## src/sdsq_pkg.sv

```systemverilog
// sdsq_pkg: constants and types for the sdram init and self-refresh sequencer
// assumes a 200 MHz controller clock; the cycle counts except CLK_SETTLE_CYC are derived from it
package sdsq_pkg;
   localparam int CLK_MHZ        = 200;
   localparam int CLK_PERIOD_PS  = 5000;
   // power-up stable clock time
   localparam int T_POWERUP_US   = 200;
   localparam int POWERUP_CYC    = T_POWERUP_US * CLK_MHZ;
   // row cycle, refresh cycle, precharge, mode set, row active, setup (ps)
   localparam int T_RC_PS        = 55000;
   localparam int T_RFC_PS       = 55000;
   localparam int T_RP_PS        = 15000;
   localparam int T_MRD_PS       = 10000;
   localparam int T_RAS_PS       = 40000;
   localparam int T_IS_PS        = 1500;
   localparam int T_XSR_PS       = T_RC_PS + T_IS_PS;
   // least times round up to whole cycles
   localparam int RFC_CYC = (T_RFC_PS + CLK_PERIOD_PS - 1) / CLK_PERIOD_PS;
   localparam int RP_CYC  = (T_RP_PS + CLK_PERIOD_PS - 1) / CLK_PERIOD_PS;
   localparam int MRD_CYC = (T_MRD_PS + CLK_PERIOD_PS - 1) / CLK_PERIOD_PS;
   localparam int RAS_CYC = (T_RAS_PS + CLK_PERIOD_PS - 1) / CLK_PERIOD_PS;
   localparam int XSR_CYC = (T_XSR_PS + CLK_PERIOD_PS - 1) / CLK_PERIOD_PS;
   // clock must run this long after restart before the gate rises again
   localparam int CLK_SETTLE_CYC = 2;
   localparam int INIT_REFRESH_CNT  = 2;
   localparam int BURST_REFRESH_CNT = 8192;
   localparam int CNT_W = 16;
   localparam logic [CNT_W-1:0] CNT_ZERO = 16'h0000;
   // reset value of the mode word
   localparam logic [12:0] MODE_RESET = 13'h0_030;
   // all-banks bit on the address bus during precharge
   localparam int A_ALLBANK_BIT = 10;
   // command encoding {cs_n, ras_n, cas_n, we_n}
   typedef enum logic [3:0] {
      SDSQ_CMD_DESELECT  = 4'hF,
      no_operation_command = 4'h7,
      SDSQ_CMD_PRECHARGE = 4'h2,
      SDSQ_CMD_REFRESH   = 4'h1,
      SDSQ_CMD_MODE_SET  = 4'h0,
      SDSQ_CMD_ACTIVATE  = 4'h3,
      SDSQ_CMD_READ      = 4'h5,
      SDSQ_CMD_WRITE     = 4'h4
   } sdsq_cmd_t;
endpackage
```

## src/sdsq_ctrl.sv

```systemverilog
// sdsq_ctrl: drives an sdr sdram through power-up init and self-refresh
// assumes inputs synchronous to i_mclk; the memory clock is gated by o_clk_en
// the memory clock stops only while self-refresh is being held
`timescale 1ns/1ps
////////////////////////////////////////////////////////////////////////////////
// Summary of operation
// - power-up: gate low, mask high, nop
// - 200 us stable clock before gate high
// - keep mask high while gate rises
// - precharge all banks during init
// - load mode register before any access
// - at least two init auto-refreshes
// - refreshes before or after mode set
// - enter: cs, ras, cas low, gate low
// - hold self-refresh at least row-active time
// - restart clock, settle, then raise gate
// - chip select high as gate rises
// - wait exit delay before any command
// - 8192 burst refreshes around self-refresh
// - exit delay is row cycle plus setup
// - row-active time at least 40 ns
module sdsq_ctrl
   import sdsq_pkg::*;
#(
   parameter int POWERUP_US = T_POWERUP_US,
   parameter int BURST_REF  = BURST_REFRESH_CNT
)
(
   input  wire logic        i_mclk,
   input  wire logic        i_rst,
   input  wire logic        i_sr_enter,
   input  wire logic        i_sr_exit,
   input  wire logic        i_burst_mode,
   input  wire logic        i_acc_req,
   input  wire logic [3:0]  i_acc_cmd,
   input  wire logic [12:0] i_acc_addr,
   input  wire logic [1:0]  i_acc_bank,
   output logic             o_acc_ack,
   output logic             o_init_done,
   output logic             o_in_self_refresh,
   output logic             o_ready,
   output logic             o_clk_en,
   output logic             o_cke,
   output logic             o_cs_n,
   output logic             o_ras_n,
   output logic             o_cas_n,
   output logic             o_we_n,
   output logic [1:0]       o_ba,
   output logic [12:0]      o_addr,
   output logic [1:0]       o_dqm
);
   typedef enum logic [3:0] {
      S_POWERUP, S_PRECHARGE, S_TRP, S_REFRESH, S_TRFC, S_MODE, S_TMRD,
      S_IDLE, S_PRE_BURST, S_SR_HOLD, S_CLK_SETTLE, S_XSR, S_POST_BURST
   } sdsq_state_t;

   // whole sequencer state: one comb copy, one register
   // ref_cnt serves the init pair and both refresh bursts
   typedef struct packed {
      sdsq_state_t st;
      logic [15:0] us_cnt;
      logic [13:0] ref_cnt;
      logic        init_done;
      logic        in_sr;
      logic        ready;
      logic        ack;
      logic        clk_en;
      logic        cke;
      logic [3:0]  cmd;
      logic [1:0]  ba;
      logic [12:0] addr;
      logic [1:0]  dqm;
      logic        dly_load;
      logic [CNT_W-1:0] dly_val;
   } sdsq_ctl_t;

   sdsq_ctl_t s, next_s;
   logic us_tick;
   logic dly_busy;
   logic dly_done;

   // decode of the commands the user may not issue before init
   function automatic logic is_access(input logic [3:0] c);
      return (c == SDSQ_CMD_READ) || (c == SDSQ_CMD_WRITE) || (c == SDSQ_CMD_ACTIVATE);
   endfunction

   ////////////////////////////////////////////////////////////////////////////
   // 1 us ticks for the power-up wait
   sdsq_divider u_div (
      .i_mclk (i_mclk),
      .i_rst  (i_rst),
      .o_tick (us_tick)
   );

   // one shared down-counter times every least wait
   sdsq_delay u_dly (
      .i_mclk  (i_mclk),
      .i_rst   (i_rst),
      .i_load  (s.dly_load),
      .i_count (s.dly_val),
      .o_busy  (dly_busy),
      .o_done  (dly_done)
   );

   ////////////////////////////////////////////////////////////////////////////
   // sequencer
   always_comb begin
      next_s          = s;
      next_s.cmd      = no_operation_command;
      next_s.ack      = 1'b0;
      next_s.dly_load = 1'b0;
      next_s.addr     = 13'h0_000;
      next_s.ba       = 2'h0;
      case (s.st)
         S_POWERUP: begin
            // us_cnt advances on each 1 us divider tick
            next_s.cke = 1'b0;
            next_s.dqm = 2'h3;
            if (us_tick)
               next_s.us_cnt = s.us_cnt + 16'h0001;
            if (s.us_cnt >= 16'(POWERUP_US)) begin
               next_s.cke = 1'b1;
               next_s.st  = S_PRECHARGE;
            end
         end
         S_PRECHARGE: begin
            next_s.cmd                 = SDSQ_CMD_PRECHARGE;
            next_s.addr[A_ALLBANK_BIT] = 1'b1;
            next_s.dly_load            = 1'b1;
            next_s.dly_val             = CNT_W'(RP_CYC);
            next_s.st                  = S_TRP;
         end
         S_TRP: begin
            if (dly_done) begin
               next_s.ref_cnt = 14'h0000;
               next_s.st      = S_REFRESH;
            end
         end
         S_REFRESH: begin
            next_s.cmd      = SDSQ_CMD_REFRESH;
            next_s.ref_cnt  = s.ref_cnt + 14'h0001;
            next_s.dly_load = 1'b1;
            next_s.dly_val  = CNT_W'(RFC_CYC);
            next_s.st       = S_TRFC;
         end
         S_TRFC: begin
            if (dly_done) begin
               if (!s.init_done && s.ref_cnt < 14'(INIT_REFRESH_CNT))
                  next_s.st = S_REFRESH;
               else if (!s.init_done)
                  next_s.st = S_MODE;
               else
                  next_s.st = S_IDLE;
            end
         end
         S_MODE: begin
            next_s.cmd      = SDSQ_CMD_MODE_SET;
            next_s.addr     = MODE_RESET;
            next_s.dly_load = 1'b1;
            next_s.dly_val  = CNT_W'(MRD_CYC);
            next_s.st       = S_TMRD;
         end
         S_TMRD: begin
            if (dly_done) begin
               next_s.init_done = 1'b1;
               next_s.dqm       = 2'h0;
               next_s.st        = S_IDLE;
            end
         end
         S_IDLE: begin
            // entry wins over a user command in the same cycle
            if (i_sr_enter) begin
               next_s.ref_cnt = 14'h0000;
               next_s.st      = S_PRE_BURST;
            end else if (i_acc_req) begin
               next_s.cmd  = i_acc_cmd;
               next_s.addr = i_acc_addr;
               next_s.ba   = i_acc_bank;
               next_s.ack  = 1'b1;
            end
         end
         // the delay's busy flag rises one cycle after its load,
         // so the registered load bit guards that gap
         // burst refresh before entry
         S_PRE_BURST: begin
            if (i_burst_mode && s.ref_cnt < 14'(BURST_REF)) begin
               if (!dly_busy && !s.dly_load) begin
                  next_s.cmd      = SDSQ_CMD_REFRESH;
                  next_s.ref_cnt  = s.ref_cnt + 14'h0001;
                  next_s.dly_load = 1'b1;
                  next_s.dly_val  = CNT_W'(RFC_CYC);
               end
            end else if (!dly_busy && !s.dly_load) begin
               next_s.cmd      = SDSQ_CMD_REFRESH;
               next_s.cke      = 1'b0;
               next_s.in_sr    = 1'b1;
               next_s.dly_load = 1'b1;
               next_s.dly_val  = CNT_W'(RAS_CYC);
               next_s.st       = S_SR_HOLD;
            end
         end
         S_SR_HOLD: begin
            if (!dly_busy && !s.dly_load) begin
               // clock stops only after the least hold time
               next_s.clk_en = 1'b0;
               if (i_sr_exit) begin
                  next_s.clk_en   = 1'b1;
                  next_s.dly_load = 1'b1;
                  next_s.dly_val  = CNT_W'(CLK_SETTLE_CYC);
                  next_s.st       = S_CLK_SETTLE;
               end
            end
         end
         S_CLK_SETTLE: begin
            if (dly_done) begin
               next_s.cmd      = SDSQ_CMD_DESELECT;
               next_s.cke      = 1'b1;
               next_s.dly_load = 1'b1;
               next_s.dly_val  = CNT_W'(XSR_CYC);
               next_s.st       = S_XSR;
            end else begin
               // deselect while the restarted clock settles
               next_s.cmd = SDSQ_CMD_DESELECT;
            end
         end
         S_XSR: begin
            // deselect holds the device quiet for the exit delay
            next_s.cmd = SDSQ_CMD_DESELECT;
            if (dly_done) begin
               next_s.in_sr   = 1'b0;
               next_s.ref_cnt = 14'h0000;
               next_s.st      = S_POST_BURST;
            end
         end
         S_POST_BURST: begin
            if (i_burst_mode && s.ref_cnt < 14'(BURST_REF)) begin
               if (!dly_busy && !s.dly_load) begin
                  next_s.cmd      = SDSQ_CMD_REFRESH;
                  next_s.ref_cnt  = s.ref_cnt + 14'h0001;
                  next_s.dly_load = 1'b1;
                  next_s.dly_val  = CNT_W'(RFC_CYC);
               end
            end else if (!dly_busy && !s.dly_load) begin
               next_s.st = S_IDLE;
            end
         end
         default: next_s.st = S_POWERUP;
      endcase
      // refuse access commands while init is not done
      // last guard: no user access reaches the pins before init
      if (!s.init_done && is_access(next_s.cmd))
         next_s.cmd = no_operation_command;
      // ready registered so the output comes straight from a flop
      next_s.ready = next_s.init_done && (next_s.st == S_IDLE);
   end

   // state register
   always_ff @(posedge i_mclk) begin
      if (i_rst) begin
         s         <= '0;
         s.st      <= S_POWERUP;
         s.clk_en  <= 1'b1;
         s.cmd     <= no_operation_command;
         s.dqm     <= 2'h3;
      end else begin
         s <= next_s;
      end
   end

   ////////////////////////////////////////////////////////////////////////////
   // outputs straight from the state flops
   assign o_acc_ack         = s.ack;
   assign o_init_done       = s.init_done;
   assign o_in_self_refresh = s.in_sr;
   assign o_ready           = s.ready;
   assign o_clk_en          = s.clk_en;
   assign o_cke             = s.cke;
   assign o_cs_n            = s.cmd[3];
   assign o_ras_n           = s.cmd[2];
   assign o_cas_n           = s.cmd[1];
   assign o_we_n            = s.cmd[0];
   assign o_ba              = s.ba;
   assign o_addr            = s.addr;
   assign o_dqm             = s.dqm;
endmodule

```

## src/sdsq_delay.sv

```systemverilog
// sdsq_delay: loadable down-counter giving a one-cycle done pulse
// assumes one clock and synchronous active-high reset
`timescale 1ns/1ps
module sdsq_delay
   import sdsq_pkg::*;
(
   input  wire logic             i_mclk,
   input  wire logic             i_rst,
   input  wire logic             i_load,
   input  wire logic [CNT_W-1:0] i_count,
   output logic                  o_busy,
   output logic                  o_done
);
   typedef struct packed {
      logic [CNT_W-1:0] cnt;
      logic             busy;
      logic             done;
   } sdsq_dly_t;
   sdsq_dly_t st, next_st;
   // load, count down, pulse at zero
   always_comb begin
      next_st      = st;
      next_st.done = 1'b0;
      if (i_load) begin
         next_st.cnt  = i_count;
         next_st.busy = (i_count != CNT_ZERO);
         next_st.done = (i_count == CNT_ZERO);
      end else if (st.busy) begin
         if (st.cnt <= 16'h0001) begin
            next_st.busy = 1'b0;
            next_st.done = 1'b1;
            next_st.cnt  = CNT_ZERO;
         end else begin
            next_st.cnt = st.cnt - 16'h0001;
         end
      end
   end
   always_ff @(posedge i_mclk) begin
      if (i_rst)
         st <= '0;
      else
         st <= next_st;
   end
   assign o_busy = st.busy;
   assign o_done = st.done;
endmodule

```

## src/sdsq_divider.sv

```systemverilog
// sdsq_divider: one-cycle enable pulse every 1 us for the long power-up wait
// assumes i_mclk at CLK_MHZ
`timescale 1ns/1ps
module sdsq_divider
   import sdsq_pkg::*;
(
   input  wire logic i_mclk,
   input  wire logic i_rst,
   output logic      o_tick
);
   typedef struct packed {
      logic [7:0] cnt;
      logic       tick;
   } sdsq_div_t;
   sdsq_div_t st, next_st;
   localparam logic [7:0] DIV_LAST = 8'(CLK_MHZ - 1);
   // wrap counter
   always_comb begin
      next_st      = st;
      next_st.tick = (st.cnt == DIV_LAST);
      next_st.cnt  = (st.cnt == DIV_LAST) ? 8'h00 : st.cnt + 8'h01;
   end
   always_ff @(posedge i_mclk) begin
      if (i_rst)
         st <= '0;
      else
         st <= next_st;
   end
   assign o_tick = st.tick;
endmodule

```

## config.mk

```make
export PLATFORM = sky130hd
export DESIGN_NAME = sdsq_ctrl
export DESIGN_NICKNAME = d
export VERILOG_FILES = /design/src/sdsq_pkg.sv /design/src/sdsq_ctrl.sv /design/src/sdsq_delay.sv /design/src/sdsq_divider.sv
export SDC_FILE = /design/constraint.sdc
export NUM_CORES = 1
export LEC_CHECK = 0
export ABC_AREA = 1
export BUFFER_PORTS_ARGS = -buffer_cell sky130_fd_sc_hd__buf_2
export CORE_MARGIN = 3
export CORE_UTILIZATION = 52
export CTS_CLUSTER_SIZE = 28
export DETAILED_ROUTE_END_ITERATION = 10
export PLACE_DENSITY_LB_ADDON = 0.3
export SYNTH_ARGS = -nofsm -noshare
export SYNTH_HDL_FRONTEND = slang
export SYNTH_HIERARCHICAL = 1
export SYNTH_SLANG_ARGS = --single-unit
```

## constraint.sdc

```tcl
create_clock -name i_mclk -period 2.92 [get_ports i_mclk]
set_clock_uncertainty 0.15 [all_clocks]
set_input_delay 0 -clock i_mclk [delete_from_list [all_inputs] [get_ports i_mclk]]
set_output_delay 0 -clock i_mclk [all_outputs]
set_load 0.005 [all_outputs]
```

Word-level counts from Yosys, hierarchy flattened --
Cells that the tools add are included.
Word-level totals: register bits after elaboration 105, input port bits 25, output and inout port bits 27, word-level logic and storage cells 150
Operators by class: add/subtract/negate cells 4, order comparisons 4, equality and inequality tests 30, mux-type cells 56, bitwise gates (word level) 2, reductions and logical operators 33
Operators by type and width (count):
- 17-bit two-way mux | 7
- 17-bit one-hot mux with 7 select lines | 1
- 4-bit two-way mux | 16
- 14-bit two-way mux | 4
- 14-bit one-hot mux with 4 select lines | 1
- 4-bit one-hot mux with 13 select lines | 1
- 19-bit two-way mux | 2
- 18-bit two-way mux | 2
- 4-bit by 3-bit equality test with 1-bit output, second input constant | 7
- 4-bit one-hot mux with 7 select lines | 1
- 4-bit equality test, second input constant | 5
- 10-bit one-hot mux with 2 select lines | 1
- 16-bit by 1-bit adder with 16-bit output, second input constant | 1
- 16-bit by 8-bit greater-or-equal comparator with 1-bit output, second input constant | 1
- 16-bit by 1-bit <= comparator with 1-bit output, second input constant | 1
- 16-bit zero test | 1
- 16-bit two-way mux | 1
- 16-bit nonzero test | 1
- 16-bit by 1-bit subtractor with 16-bit output, second input constant | 1
- 14-bit by 1-bit adder with 14-bit output, second input constant | 1
- 14-bit less-than comparator, second input constant | 1
- 14-bit by 2-bit less-than comparator with 1-bit output, second input constant | 1
- 4-bit by 2-bit equality test with 1-bit output, second input constant | 3
- 2-bit by 1-bit inequality test with 1-bit output, second input constant | 6
- 28 further kinds | 62

Depth between registers and ports, before layout --
depth in word-level cells 10, depth in mapped cells 13, depth with buffers taken out 12

Cells and area by module --
The synthesis kept the hierarchy.
Modules (own cells, without submodules):
- sdsq_ctrl | instances 1, cells an instance 584, area an instance 3972.6 um^2, sequential area each 1541.5 um^2
- sdsq_delay | instances 1, cells an instance 176, area an instance 1300.0 um^2, sequential area each 360.3 um^2
- sdsq_divider | instances 1, cells an instance 70, area an instance 473.0 um^2, sequential area each 180.2 um^2

Worst setup path after synthesis --
Ideal clock, no wire load.
kind register to register, start point register s[77] (netlist bit), end point register s[10] (netlist bit), setup time 0.128 ns, data arrival time 1.367 ns, required time 2.642 ns, path slack 1.276 ns, cell stages (with the launch flop) 12, cell sequence dfxtp_1 > buf_4 > inv_2 > nor2_2 > nand2_1 > nor2_1 > inv_1 > o211ai_2 > nor2_4 > buf_4 > nand2_1 > nor2_1
Between the ends: cells in the longest elaborated chain, start to end 3, elaborated cells between the ends (all ways) 15
Ends and longest elaborated chain:
- from (decl) | line sdsq_ctrl.sv:77 | sdsq_ctl_t s, next_s;
- from (signal assigned) | line sdsq_ctrl.sv:266 | s <= next_s;
- 4-bit equality test, or another cell as far along | line sdsq_ctrl.sv:114 | case (s.st)
- 7-bit nonzero test (no source line), or another cell as far along
- 6-bit AND reduction (no source line)
Parallel ways exist; a longest one is shown, timed or not. A chain may end at the register's enable or synchronous reset.

Worst setup path after layout --
start point register s[74] (netlist bit), end point register s (netlist bit o_addr[5])
Between the ends: cells in the longest elaborated chain, start to end 2, elaborated cells between the ends (all ways) 3
Ends and longest elaborated chain (line):
- 4-bit by 3-bit equality test with 1-bit output | sdsq_ctrl.sv:114
- 10-bit one-hot mux with 2 select lines (*) | sdsq_ctrl.sv:114
Mark *: on every way between the ends. The rest lies on a longest branch, timed or not.

==> impl_metrics.ini <==
[logic_synthesis]
syn_inst = 830
ys_seq_area_share_pct = 36.2
yosysTopAreaCell = dfxtp_1
synth_top_area_share_pct = 36.2
ys_top_cells_by_area = dfxtp_1, nand2_1, nor2_1, inv_1, a21oi_1
netlist_area_um2 = 5750
synth_most_common_cell = nand2_1
ys_async_sr_fraction_pct = 0
syn_avg_cell_area_um2 = 6.92
ys_top_cells_by_count = nand2_1, nor2_1, dfxtp_1
yosys_warnings = 6
yosys_register_bits = 104
synth_edf_count = 0
ys_types = 41
synth_ff_type = dfxtp_1
synth_fp_nets = 862

[grt]
met3_usage_pct = 4.75
use_met2_pct = 33.3
antenna_found_initial = 0
track_usage_pct = 20.4
top_usage_layer = met2
use_met1_pct = 27.9
grt_max_degree = 50
gr-total-overflow = 0
grt_pass1_wl_um = 21600
grt_pass1_vias = 4775

[worst_setup_path]
slowest_delay_ns = 0.71
cp-startpoint = s[74]
r2r_cells = 7
worstPathArrival_ns = 2.44
critPathBufInv = 2
path_depth = 7
crit_chain = nand2_2 -> inv_4 -> nand2_2 -> nor2_4 -> nand2_1 -> dlygate4sd3_1 -> a21oi_1
cpMostUsedCell = nand2_2
worst-path-max-fanout = 11
required_ns = 3.07
critPathKind = reg2reg
start_kind = flop
critical_path.top_delay_family = buffers and inverters
end_kind = flop
r2r_start = s[74]
slowest_stage = dfxtp_1

[floorplanning]
dieArea_um2 = 12300
rows = 37
die_y_um = 111
start_util_pct = 54.4
core_um2 = 10600
ioPinCount = 52
fp.dieW_um = 111

[sta]
worst_pin_slew_ns = 0.834
setup-tns-final_ns = 0
max_freq_mhz = 438
finalCritPeriodShare_pct = 78.2
rsz0062_at_grt = no
period_needed_ns = 2.28
slew_violations = 0
finalHoldViolCount = 0
fin_ws_ns = 0.636
relSlewSlack_pct = 44.3
setup_violations = 0

[hold_path]
holdPathStages = 5
min_from = i_acc_req
hold_class = in2reg

[route]
detail-route-antenna-nets = 0
drc = 0
dr.pass1.iters = 5
via_per_inst = 5.03
wire_per_inst_um = 12.1
wirelength_um = 12400
drt_iter0_drc = 418
vias = 5165

[cells_and_area]
syn2layout_area_growth_pct = 11.4
diodes = 0
nets = 918
finalNonFillerCells = 1027
drive_above_1_share_pct = 16.3
num-fill-cells = 978
finalCoreUtilization_pct = 60.6

[clock_network]
cts.clk_slew.worst_paths_ns = 0.10
tritoncts = done
htree_levels = 3
cts.sinks = 104
cts.path.max_buffers = 2
cts_buffers = 9
root_buffer = clkbuf_8
clk_latency_ns = 0.37

[pwr]
p_leak_nw = 2.82
powerDensity_nw_per_um2 = 387
ir_drop_mv = 0.272

[place]
dp_hpwl_um = 8760
place_inst = 984
gp_congestion = 0.949
port_buffers = 51
place_worst_setup_slack_ns = 0.813

[outcome]
status = finished, final reports clean

[job]
maxCapViolations = 0
[sequential cells by signal, indices dropped and copies added, names as in the netlist]
name	flops
o_ready	1
o_cas_n	1
o_cke	1
o_ras_n	1
o_init_done	1
o_in_self_refresh	1
u_dly/st	16
o_addr	13
s	51
u_div/st	8
o_acc_ack	1
o_cs_n	1
o_clk_en	1
o_dqm	1
u_div/o_tick	1
o_we_n	1
u_dly/o_busy	1
o_ba	2
u_dly/o_done	1
[cell families after synthesis]
family	synth area share [%]
simple gates	37.5
buf+inv	10.9
compound gates	11.9
flops	36.2
xor+xnor	1.98
fa+ha+maj	1.52
[report_power, final]
| part | internal [mW] | switching [mW] |
|---|---|---|
| Clock | 0.481 | 0.481 |
| Combinational | 0.0420 | 0.0459 |
| Sequential | 1.42 | 0.00440 |
[per-stage QoR]
step / power (mW) / hold slack (ns) / area [um^2]
2_1_floorplan: 1.50 / -0.0776 / 5750
3_3_place_gp: 1.52 / 0.0620 / 5920
3_5_place_dp: 1.52 / 0.0696 / 5920
4_1_cts: 2.50 / 0.0169 / 6400
5_1_grt: 2.57 / 0.0462 / 6400
6_report: 2.47 / 0.0225 / 6400
[tightest hold or removal path, cell delays in order]
cell and delay, ns:
buf_2 0.11, nand2_1 0.13, o21ai_0 0.09, nand2_1 0.08, nand3b_1 0.10
[final timing paths]
| kind | to | slack, ns |
|---|---|---|
| setup reg to reg | o_addr[5] | 0.64 |
| setup / recovery | o_addr[5] | 0.64 |
| hold reg to reg | s[9] | 0.32 |
| hold / removal | o_we_n | 0.02 |
[cell type report]
type | instances | area, um^2 | share of cell area [%]
Inverter | 95 | 362 | 5.65
Multi-Input combinational cell | 596 | 3040 | 47.4
Tap cell | 136 | 170 | 2.66
Clock buffer | 10 | 128 | 1.99
Timing Repair Buffer | 80 | 541 | 8.44
Clock inverter | 6 | 83.8 | 1.31
Sequential cell | 104 | 2080 | 32.5
[cell usage in the layout, fill, tap and decap left out, types with 10 or more instances in the layout]
cell,instances
dlygate4sd3_1,27
dfxtp_1,104
buf_2,51
a21oi_1,47
a21oi_2,14
nor2_4,13
nor2_1,130
o21ai_0,19
nand2_1,198
inv_1,89
xor2_1,10
nand4_1,17
nand3_1,41
nand2_2,24
a22oi_1,17
nor3_1,14
[per-layer routing]
layer	vias to the layer above	share of wire [%]
met5	-	0
met4	0	1.1
met3	11	5.5
met2	132	45
met1	2275	48
li1	2747	-
[repair_timing]
item / CTS / global route
hold buffers: 27 / 0
buffers inserted: 0 / 0
hold endpoints to repair: 34 / 0
resized for setup: 0 / 0
Power figures use the tool's default switching activity.
